[config.mk]
export PLATFORM = sky130hd
export DESIGN_NAME = sptlb_core
export DESIGN_NICKNAME = d
export VERILOG_FILES = /design/src/hdl/sptlb_pkg.sv /design/src/hdl/sptlb_core.sv /design/src/hdl/sptlb_entry_match.sv
export SDC_FILE = /design/constraint.sdc
export NUM_CORES = 2
export LEC_CHECK = 0
export BUFFER_PORTS_ARGS = -buffer_cell sky130_fd_sc_hd__buf_4
export CORE_MARGIN = 3
export CORE_UTILIZATION = 55
export CTS_CLUSTER_DIAMETER = 200
export DETAILED_ROUTE_END_ITERATION = 8
export PLACE_DENSITY = 0.74
export SLEW_MARGIN = 20
export SYNTH_ARGS = -nofsm -noshare
export SYNTH_HDL_FRONTEND = slang
export SYNTH_SLANG_ARGS = --single-unit
[constraint.sdc]
create_clock -name clk -period 4 [get_ports clk]
set_input_delay 0.2 -clock clk [delete_from_list [all_inputs] [get_ports clk]]
set_output_delay 0.2 -clock clk [all_outputs]
set_load 0.03 [all_outputs]
[src/hdl/sptlb_pkg.sv]
// constants, types and register layout for the small-page translation buffer
// Function
// granularity bits 10:8 always read as ones
// granularity bits 29:13, 7:0 read zero
// missing low mask bits read/act as one
// missing high mask bits copy highest bit
// 2K-only part: 00,01->01; 10,11->11
// 1K-only part: 00,10->00; 01,11->11
// match page pair loaded by hardware/software
// page pair bits 12:11 zero where masked
// reset clears page pair bits 12:11
// match register bits 10:8 read zero
// match register unpredictable after granularity change
// config word three bit 1 set
// alternative small-page flag reads zero
// entry maps page pair, two halves
// even half from even, odd from odd
// fetch with execute inhibit faults invalid
// load with read inhibit faults invalid
// granule mask sets page number geometry
// match on unmasked page pair and id
// mask 00=1K, 01=2K, 11=4K pages
// overridden page mask bits read zero
// half chosen by bit above offset
// inhibit enables gate inhibit bits, reset zero
// store on clean page modifies; no match misses
package sptlb_pkg;

    // ****************************************
    // register identities (number, select)
    // ****************************************
    localparam logic [4:0] REG_EVEN_NUM = 5'h02;
    localparam logic [4:0] REG_ODD_NUM = 5'h03;
    localparam logic [4:0] REG_PMASK_NUM = 5'h05;
    localparam logic [4:0] REG_GRAIN_NUM = 5'h05;
    localparam logic [4:0] REG_MATCH_NUM = 5'h0a;
    localparam logic [4:0] REG_CFG3_NUM = 5'h10;
    localparam logic [2:0] SEL_EVEN = 3'h0;
    localparam logic [2:0] SEL_ODD = 3'h0;
    localparam logic [2:0] SEL_PMASK = 3'h0;
    localparam logic [2:0] SEL_GRAIN = 3'h1;
    localparam logic [2:0] SEL_MATCH = 3'h0;
    localparam logic [2:0] SEL_CFG3 = 3'h3;

    // ****************************************
    // field layout
    // ****************************************
    localparam int GRAIN_RIE_BIT = 31;
    localparam int GRAIN_XIE_BIT = 30;
    localparam int GRAIN_MASK_HI = 12;
    localparam int GRAIN_MASK_LO = 11;
    localparam int GRAIN_ONES_HI = 10;
    localparam int GRAIN_ONES_LO = 8;
    localparam logic [2:0] GRAIN_ONES_VAL = 3'h7;
    localparam logic [1:0] GRAIN_MASK_RESET = 2'h3;
    localparam int MATCH_VPN_HI = 31;
    localparam int MATCH_VPN_LO = 11;
    localparam int MATCH_ADDRESS_SPACE_ID_HI = 7;
    localparam int PMASK_HI = 24;
    localparam int PMASK_LO = 11;
    localparam int LO_RI_BIT = 31;
    localparam int LO_XI_BIT = 30;
    localparam int LO_PFN_HI = 29;
    localparam int LO_PFN_LO = 6;
    localparam int LO_C_HI = 5;
    localparam int LO_C_LO = 3;
    localparam int LO_D_BIT = 2;
    localparam int LO_V_BIT = 1;
    localparam int LO_G_BIT = 0;
    localparam int CFG3_PRESENT_BIT = 1;
    localparam int CFG3_ALT_SP_BIT = 4;
    localparam int VA_W = 32;
    localparam int VPN_W = 21;
    localparam int PMASK_W = 14;
    localparam int ADDRESS_SPACE_ID_W = 8;
    localparam int PFN_W = 24;
    localparam int PA_W = 36;
    localparam int MIN_OFFSET_W = 10;
    localparam logic [MIN_OFFSET_W-1:0] MIN_OFFSET_ONES = 10'h3ff;

    // ****************************************
    // types
    // ****************************************
    typedef enum logic [1:0] {
        SPTLB_FETCH = 2'b00,
        SPTLB_LOAD = 2'b01,
        SPTLB_STORE = 2'b10
    } sptlb_kind_t;

    typedef enum logic [1:0] {
        SPTLB_OK = 2'b00,
        SPTLB_MISS = 2'b01,
        SPTLB_INVALID = 2'b10,
        SPTLB_MODIFIED = 2'b11
    } sptlb_fault_t;

    typedef struct packed {
        logic [VPN_W-1:0] virtual_page_pair_number;
        logic [PMASK_W-1:0] mask;
        logic g;
        logic [ADDRESS_SPACE_ID_W-1:0] address_space_id;
        logic [31:0] even;
        logic [31:0] odd;
    } sptlb_entry_t;

endpackage

[src/hdl/sptlb_core.sv]
// small-page translation buffer: control registers, entries and lookup
`timescale 1ns/100ps
module sptlb_core
    import sptlb_pkg::*;
#(
    parameter int ENTRIES = 16,
    parameter bit HAS_1K = 1'b1,
    parameter bit HAS_2K = 1'b1
) (
    input wire logic clk,
    input wire logic rst_n,
    input wire logic cop_wr_en,
    input wire logic cop_rd_en,
    input wire logic [4:0] cop_num,
    input wire logic [2:0] cop_sel,
    input wire logic [31:0] cop_wdata,
    output logic [31:0] cop_rdata,
    output logic cop_rd_valid,
    input wire logic tlb_wr_en,
    input wire logic tlb_rd_en,
    input wire logic [$clog2(ENTRIES)-1:0] tlb_index,
    input wire logic lk_valid,
    input wire sptlb_pkg::sptlb_kind_t lk_kind,
    input wire logic [sptlb_pkg::VA_W-1:0] lk_va,
    output logic lk_done,
    output sptlb_pkg::sptlb_fault_t lk_fault,
    output logic [sptlb_pkg::PA_W-1:0] lk_pa,
    output logic [2:0] lk_cattr
);
    import sptlb_pkg::*;

    // ****************************************
    // state
    // ****************************************
    logic rie_reg, rie_next, xie_reg, xie_next;
    logic [1:0] gmask_reg, gmask_next, gmask_eff, gwr_eff;
    logic [VPN_W-1:0] vpn_reg, vpn_next;
    logic [ADDRESS_SPACE_ID_W-1:0] address_space_id_reg, address_space_id_next;
    logic [PMASK_W-1:0] pmask_reg, pmask_next;
    logic [31:0] even_reg, even_next, odd_reg, odd_next;
    logic [31:0] rdata_next;
    sptlb_entry_t tlb_mem [ENTRIES];
    sptlb_entry_t wr_entry, rd_entry;
    logic lk_done_next;
    sptlb_fault_t lk_fault_next;
    logic [PA_W-1:0] lk_pa_next;
    logic [2:0] lk_cattr_next;

    // unimplemented grain bits: low ones read 1, high ones copy the top implemented bit
    function automatic logic [1:0] grain_fold(input logic [1:0] w);
        logic [1:0] r;
        r = w;
        if (HAS_1K && !HAS_2K) begin
            r = {w[0], w[0]};
        end else if (!HAS_1K && HAS_2K) begin
            r = {w[1], 1'b1};
        end else if (!HAS_1K && !HAS_2K) begin
            r = GRAIN_MASK_RESET;
        end
        return r;
    endfunction

    assign gmask_eff = grain_fold(gmask_reg);
    assign gwr_eff = grain_fold(cop_wdata[GRAIN_MASK_HI:GRAIN_MASK_LO]);

    function automatic logic is_reg(input logic [4:0] n, input logic [2:0] s,
                                    input logic [4:0] rn, input logic [2:0] rs);
        return (n == rn) && (s == rs);
    endfunction

    // inhibit bits only stick while their enables are set
    function automatic logic [31:0] lo_filter(input logic [31:0] w, input logic ri_en, input logic xi_en);
        logic [31:0] r;
        r = w;
        r[LO_RI_BIT] = w[LO_RI_BIT] & ri_en;
        r[LO_XI_BIT] = w[LO_XI_BIT] & xi_en;
        return r;
    endfunction

    // ****************************************
    // lookup
    // ****************************************
    logic [ENTRIES-1:0] hit_vec, odd_vec;
    logic any_hit, sel_odd;
    logic [$clog2(ENTRIES)-1:0] hit_idx;
    sptlb_entry_t hit_e;
    logic [31:0] half;
    logic [PMASK_W-1:0] hit_mask;
    logic [PFN_W+1:0] pa_pfn;
    logic [PA_W-1:0] off_mask;
    logic [1:0] va_keep;

    genvar gi;
    generate
        for (gi = 0; gi < ENTRIES; gi++) begin : g_match
            sptlb_entry_match u_match (
                .virtual_page_pair_number(tlb_mem[gi].virtual_page_pair_number),
                .eff_mask(tlb_mem[gi].mask | {{(PMASK_W-2){1'b0}}, gmask_eff}),
                .g(tlb_mem[gi].g),
                .address_space_id(tlb_mem[gi].address_space_id),
                .cur_address_space_id(address_space_id_reg),
                .va(lk_va),
                .hit(hit_vec[gi]),
                .odd_sel(odd_vec[gi])
            );
        end
    endgenerate

    always_comb begin
        any_hit = 1'b0;
        hit_idx = '0;
        for (int i = ENTRIES - 1; i >= 0; i--) begin
            if (hit_vec[i]) begin
                any_hit = 1'b1;
                hit_idx = i[$clog2(ENTRIES)-1:0];
            end
        end
    end

    assign hit_e = tlb_mem[hit_idx];
    assign sel_odd = odd_vec[hit_idx];
    assign half = sel_odd ? hit_e.odd : hit_e.even;
    assign hit_mask = hit_e.mask | {{(PMASK_W-2){1'b0}}, gmask_eff};
    assign off_mask = {{(PA_W-PMASK_W-MIN_OFFSET_W){1'b0}}, hit_mask, MIN_OFFSET_ONES};
    assign va_keep = ~gmask_eff;

    // frame number position moves with the granule: PFN covers PA bits from 10, 11 or 12
    always_comb begin
        unique case (gmask_eff)
            2'b00: pa_pfn = {2'b00, half[LO_PFN_HI:LO_PFN_LO]};
            2'b01: pa_pfn = {1'b0, half[LO_PFN_HI:LO_PFN_LO], 1'b0};
            default: pa_pfn = {half[LO_PFN_HI:LO_PFN_LO], 2'b00};
        endcase
    end

    always_comb begin
        lk_done_next = lk_valid;
        lk_fault_next = SPTLB_OK;
        lk_pa_next = ({pa_pfn, {MIN_OFFSET_W{1'b0}}} & ~off_mask) |
                     ({{(PA_W-VA_W){1'b0}}, lk_va} & off_mask);
        lk_cattr_next = half[LO_C_HI:LO_C_LO];
        if (!any_hit) begin
            lk_fault_next = SPTLB_MISS;
        end else if (!half[LO_V_BIT]) begin
            lk_fault_next = SPTLB_INVALID;
        end else if (half[LO_RI_BIT] && (lk_kind == SPTLB_LOAD)) begin
            lk_fault_next = SPTLB_INVALID;
        end else if (half[LO_XI_BIT] && (lk_kind == SPTLB_FETCH)) begin
            lk_fault_next = SPTLB_INVALID;
        end else if (!half[LO_D_BIT] && (lk_kind == SPTLB_STORE)) begin
            lk_fault_next = SPTLB_MODIFIED;
        end
        if (!lk_valid) begin
            lk_fault_next = lk_fault;
            lk_pa_next = lk_pa;
            lk_cattr_next = lk_cattr;
        end
    end

    // ****************************************
    // control registers
    // ****************************************
    assign rd_entry = tlb_mem[tlb_index];

    always_comb begin
        rie_next = rie_reg;
        xie_next = xie_reg;
        gmask_next = gmask_reg;
        vpn_next = vpn_reg;
        address_space_id_next = address_space_id_reg;
        pmask_next = pmask_reg;
        even_next = even_reg;
        odd_next = odd_reg;
        if (cop_wr_en) begin
            if (is_reg(cop_num, cop_sel, REG_GRAIN_NUM, SEL_GRAIN)) begin
                rie_next = cop_wdata[GRAIN_RIE_BIT];
                xie_next = cop_wdata[GRAIN_XIE_BIT];
                gmask_next = gwr_eff;
            end
            if (is_reg(cop_num, cop_sel, REG_MATCH_NUM, SEL_MATCH)) begin
                vpn_next = cop_wdata[MATCH_VPN_HI:MATCH_VPN_LO];
                vpn_next[1:0] = cop_wdata[GRAIN_MASK_HI:GRAIN_MASK_LO] & ~gmask_eff;
                address_space_id_next = cop_wdata[MATCH_ADDRESS_SPACE_ID_HI:0];
            end
            if (is_reg(cop_num, cop_sel, REG_PMASK_NUM, SEL_PMASK)) begin
                pmask_next = cop_wdata[PMASK_HI:PMASK_LO];
                pmask_next[1:0] = cop_wdata[GRAIN_MASK_HI:GRAIN_MASK_LO] & ~gmask_eff;
            end
            if (is_reg(cop_num, cop_sel, REG_EVEN_NUM, SEL_EVEN)) begin
                even_next = lo_filter(cop_wdata, rie_reg, xie_reg);
            end
            if (is_reg(cop_num, cop_sel, REG_ODD_NUM, SEL_ODD)) begin
                odd_next = lo_filter(cop_wdata, rie_reg, xie_reg);
            end
        end
        // a faulting reference leaves its page pair for the handler; the id register keeps its value
        if (lk_valid && (lk_fault_next != SPTLB_OK)) begin
            vpn_next = lk_va[MATCH_VPN_HI:MATCH_VPN_LO];
            vpn_next[1:0] = lk_va[GRAIN_MASK_HI:GRAIN_MASK_LO] & va_keep;
        end
        if (tlb_rd_en) begin
            vpn_next = rd_entry.virtual_page_pair_number;
            address_space_id_next = rd_entry.address_space_id;
            pmask_next = rd_entry.mask;
            even_next = rd_entry.even;
            odd_next = rd_entry.odd;
        end
    end

    always_comb begin
        wr_entry.virtual_page_pair_number = vpn_reg;
        wr_entry.mask = pmask_reg;
        wr_entry.g = even_reg[LO_G_BIT] & odd_reg[LO_G_BIT];
        wr_entry.address_space_id = address_space_id_reg;
        wr_entry.even = even_reg;
        wr_entry.odd = odd_reg;
    end

    always_comb begin
        rdata_next = '0;
        if (is_reg(cop_num, cop_sel, REG_GRAIN_NUM, SEL_GRAIN)) begin
            rdata_next[GRAIN_RIE_BIT] = rie_reg;
            rdata_next[GRAIN_XIE_BIT] = xie_reg;
            rdata_next[GRAIN_MASK_HI:GRAIN_MASK_LO] = gmask_eff;
            rdata_next[GRAIN_ONES_HI:GRAIN_ONES_LO] = GRAIN_ONES_VAL;
        end else if (is_reg(cop_num, cop_sel, REG_MATCH_NUM, SEL_MATCH)) begin
            rdata_next[MATCH_VPN_HI:MATCH_VPN_LO] = vpn_reg;
            rdata_next[GRAIN_MASK_HI:GRAIN_MASK_LO] = vpn_reg[1:0] & ~gmask_eff;
            rdata_next[MATCH_ADDRESS_SPACE_ID_HI:0] = address_space_id_reg;
        end else if (is_reg(cop_num, cop_sel, REG_PMASK_NUM, SEL_PMASK)) begin
            rdata_next[PMASK_HI:PMASK_LO] = pmask_reg;
            rdata_next[GRAIN_MASK_HI:GRAIN_MASK_LO] = pmask_reg[1:0] & ~gmask_eff;
        end else if (is_reg(cop_num, cop_sel, REG_EVEN_NUM, SEL_EVEN)) begin
            rdata_next = even_reg;
        end else if (is_reg(cop_num, cop_sel, REG_ODD_NUM, SEL_ODD)) begin
            rdata_next = odd_reg;
        end else if (is_reg(cop_num, cop_sel, REG_CFG3_NUM, SEL_CFG3)) begin
            rdata_next[CFG3_PRESENT_BIT] = 1'b1;
            rdata_next[CFG3_ALT_SP_BIT] = 1'b0;
        end
        if (!cop_rd_en) begin
            rdata_next = cop_rdata;
        end
    end

    // ****************************************
    // registers
    // ****************************************
    always_ff @(posedge clk or negedge rst_n) begin
        if (!rst_n) begin
            rie_reg <= 1'b0;
            xie_reg <= 1'b0;
            gmask_reg <= GRAIN_MASK_RESET;
            vpn_reg <= '0;
            address_space_id_reg <= '0;
            pmask_reg <= '0;
            even_reg <= '0;
            odd_reg <= '0;
            cop_rdata <= '0;
            cop_rd_valid <= 1'b0;
            lk_done <= 1'b0;
            lk_fault <= SPTLB_OK;
            lk_pa <= '0;
            lk_cattr <= '0;
            for (int i = 0; i < ENTRIES; i++) begin
                tlb_mem[i] <= '0;
            end
        end else begin
            rie_reg <= rie_next;
            xie_reg <= xie_next;
            gmask_reg <= gmask_next;
            vpn_reg <= vpn_next;
            address_space_id_reg <= address_space_id_next;
            pmask_reg <= pmask_next;
            even_reg <= even_next;
            odd_reg <= odd_next;
            cop_rdata <= rdata_next;
            cop_rd_valid <= cop_rd_en;
            lk_done <= lk_done_next;
            lk_fault <= lk_fault_next;
            lk_pa <= lk_pa_next;
            lk_cattr <= lk_cattr_next;
            if (tlb_wr_en) begin
                tlb_mem[tlb_index] <= wr_entry;
            end
        end
    end
endmodule

[src/hdl/sptlb_entry_match.sv]
// compare one translation entry against a virtual address
`timescale 1ns/100ps
module sptlb_entry_match
    import sptlb_pkg::*;
(
    input wire logic [sptlb_pkg::VPN_W-1:0] virtual_page_pair_number,
    input wire logic [sptlb_pkg::PMASK_W-1:0] eff_mask,
    input wire logic g,
    input wire logic [sptlb_pkg::ADDRESS_SPACE_ID_W-1:0] address_space_id,
    input wire logic [sptlb_pkg::ADDRESS_SPACE_ID_W-1:0] cur_address_space_id,
    input wire logic [sptlb_pkg::VA_W-1:0] va,
    output logic hit,
    output logic odd_sel
);
    logic [VPN_W-1:0] cmp_mask;
    logic [PMASK_W:0] above;
    logic [PMASK_W:0] onehot;

    // mask covers bits 24:11 only; upper page pair bits always compare
    assign cmp_mask = {{(VPN_W-PMASK_W){1'b0}}, eff_mask};
    assign hit = ((virtual_page_pair_number & ~cmp_mask) == (va[VA_W-1:MATCH_VPN_LO] & ~cmp_mask)) &&
                 (g || (address_space_id == cur_address_space_id));

    // first address bit above the page offset, bit 10 upward (contiguous masks only)
    assign above = {1'b0, eff_mask};
    assign onehot = ~above & {above[PMASK_W-1:0], 1'b1};
    assign odd_sel = |(onehot & va[PMASK_HI:MIN_OFFSET_W]);

endmodule

==> reports/metrics.cfg <==
[cells_and_area]
top_regs = tlb_mem: 1728 flops, lk_pa: 36 flops
fin_util_pct = 68.2
regMostFlops = tlb_mem
num-nets-final = 11500
drive_above_1_share_pct = 32.0
most-common-layout-cells = nand2_1, dfrtp_1, buf_4
final_common_cell = nand2_1
n_fill_cell = 13800
area_delta_synth_final_pct = 22.7
largest_reg_flops = 1728

[power_and_ir_drop]
power_density_nw_per_um2 = 393
vdd_drop_max_v = 0.000472
power_frac_comb_pct = 19.1
p_total_mw = 51.9
internal_power_mw = 36.5
power_frac_clock_pct = 38.0
p_sw_mw = 15.3
leakagePower_nw = 62.7
swShare_pct = 29.6
sequentialPowerShare_pct = 42.8

[yosys]
seq_area_frac_synth_pct = 44.6
syn_inst = 10400
synth_top_area_share_pct = 44.5
synth.net_count = 10500
synth_seq_cells = 1914
ys_types = 83
syn_area_um2 = 107000
async_flop_share_pct = 100
yosysTopAreaCell = dfrtp_1
synth_area_per_cell_um2 = 10.3
yosys-top-cells-area = dfrtp_1, nand2_1, mux4_2
synth_edf_count = 0
yosys_warnings = 0
yosys_most_used_dff = dfrtp_1

[worst_setup_path]
reg2reg_from = gmask_eff[1]$_DFFE_PN1P_
crit_path_end_kind = register
reg2regPathDepth = 21
cp_common_cell = buf_4
slowest_delay_ns = 0.71
reg2reg_to = vpn_reg[11]$_DFFE_PN0P_
cp_max_fo = 8
path_buf_inv = 7
cp-start-kind = register
cp_slowest_cell = dfstp_4
rrSetupSlack_ns = -1.26
crit_family = buffers and inverters
worstPathArrival_ns = 6.05
worst_ep_required_time_ns = 4.79
critPathKind = reg2reg
path_cells = buf_4 -> nor2_1 -> o2bb2ai_1 -> nor4_2 -> buf_4 -> nand4_1 -> nand3b_1 -> buf_4 -> and2_4 -> a21oi_4 -> buf_12 -> buf_4 -> mux4_2 -> mux2i_2 -> o211ai_1 -> o211a_1 -> o41ai_4 -> buf_6 -> buf_12 -> mux2i_1 -> o221a_1
cp_num_cells = 21

[floorplan]
core-area_um2 = 193000
die_area_um2 = 201000
io_pins = 160
fp-row-count = 161
die_h_um = 448
initial_core_util_pct = 55.6
dieWidth_um = 448

[timing]
setup_tns_ns = -53.20
rsz0062_at_grt = yes
final_max_slew_viol_count = 0
setup_violations = 52
relSlewSlack_pct = 19.4
fmax_mhz = 190
worst_slack_ns = -1.26
tightestPinTransition_ns = 1.20
clock_skew_ns = 0.0705
fin_crit_sh_pct = 131
period_minus_slack_ns = 5.26
hold_viol = 0

[clocking]
htree_levels = 4
numClockSinks = 1914
clk_pin_slew_worst_paths_ns = 0.07
cts_buffer_depth = 3
cts-buffers-inserted = 207
cts_tree = done
cts-root-buf = clkbuf_16
clkLatencyLatePin_ns = 0.91

[global_routing]
grt_use_total_pct = 45.9
first_global_vias = 95800
grt_max_degree = 142
antenna_found_initial = 31
gr-total-overflow = 0
grt_pass1_wl_um = 667000

[routing]
antenna_left = 0
post_drt_wl_per_cell_um = 33.0
drcViolationCount = 0
wl_um = 466000
vias = 95800
vias_per_cell = 6.78
drt-pass1-iter-count = 9
drtIter0Drc = 14000

[hold_path]
holdPathEnd = lk_pa[13]$_DFFE_PN0P_
hp-start = lk_va[13]
min_path_cells = 4
hold_class = in2reg

[outcome]
run_status = finished with violations
violations = negative setup slack

[place]
place_congestion = 1.05
dp_hpwl_um = 299000
io_buffers = 159

[run]
cap_violations = 0

==> cell type report <==
type	count	area [um^2]	share of cell area, %
clock inverter	65	877	0.665
inverter	42	158	0.120
timing repair buffer	1739	16600	12.6
tap	2526	3160	2.40
antenna	23	57.6	0.0436
multi-input combinational	7514	57100	43.3
clock buffer	307	6030	4.57
sequential	1914	47900	36.3
==> worst max path at each step <==
stage	from	end
2_1_floorplan	address_space_id_reg[1]$_DFFE_PN0P_	vpn_reg[12]$_DFFE_PN0P_
3_3_place_gp	lk_va[17]	vpn_reg[0]$_DFFE_PN0P_
3_5_place_dp	lk_va[17]	vpn_reg[12]$_DFFE_PN0P_
4_1_cts	address_space_id_reg[7]$_DFFE_PN0P_	vpn_reg[12]$_DFFE_PN0P_
5_1_grt	address_space_id_reg[4]$_DFFE_PN0P_	vpn_reg[11]$_DFFE_PN0P_
6_report	gmask_eff[1]$_DFFE_PN1P_	vpn_reg[11]$_DFFE_PN0P_
==> cells by family after synthesis <==
family,Yosys count,share of synthesized area (%)
DFF,1914,44.6
muxes,2153,27.6
buffers and inverters,1004,3.87
xor gates and xnor gates,464,3.78
AOI/OAI and AO/OA,754,4.81
and+or+nand+nor,4143,15.4
==> metal layers <==
metal	track usage, %	wire, um	up-vias
met3	14.1	61200	2258
met5	0	141	-
li1	-	-	38200
met2	66.6	199000	7610
met4	36.8	46300	22
met1	57.0	160000	47700
==> what timing repair did <==
action,CTS,global route
gates resized for setup,302,159
hold buffers,73,0
pin swaps,71,46
endpoints found under the hold margin,962,0
cloned,31,11
setup endpoints to repair,52,52
setup buffers,70,39
==> Yosys cell counts, types with 23 or more instances <==
cell type	instances
a211oi_1	55
a21oi_1	82
a221oi_1	28
a311oi_1	30
a31oi_1	43
and3_1	45
buf_1	176
buf_2	139
buf_4	23
clkbuf_1	604
dfrtp_1	1912
inv_1	42
mux2_2	924
mux2i_1	677
mux4_2	552
nand2_1	3409
nand2b_1	24
nand3_1	305
nand4_1	40
nor2_1	177
nor3_1	38
nor4_1	56
o21ai_0	164
o22ai_1	163
xnor2_1	340
xor2_1	124
==> power groups by stage <==
stage / Sequential, mW / Clock (mW) / Combinational, mW
after floorplan: 21.9 / 0 / 4.31
after global placement: 22.4 / 0 / 9.21
after detailed placement: 22.5 / 0 / 9.38
after CTS: 22.1 / 19.7 / 9.61
after global routing: 22.3 / 20.6 / 10.3
final: 22.2 / 19.7 / 9.93
==> through the flow <==
step                      cell area, um^2  worst slack, ns  hold slack [ns]  std cells
after CTS                          131000            -1.07          0.00407      14100
after detailed placement           120000            -1.56            0.152      13500
after global placement             120000            -1.40            0.151      13500
final                              132000            -1.26           0.0171      14100
after global routing               132000            -1.35           0.0363      14100
after floorplan                    108000           -0.415          -0.0956      10400
==> tightest hold or removal path, cell delays in order <==
cell and delay [ns]:
buf_4 0.19, buf_4 0.23, a22oi_2 0.16, a21oi_1 0.07
(Power assumes the default switching activity.)
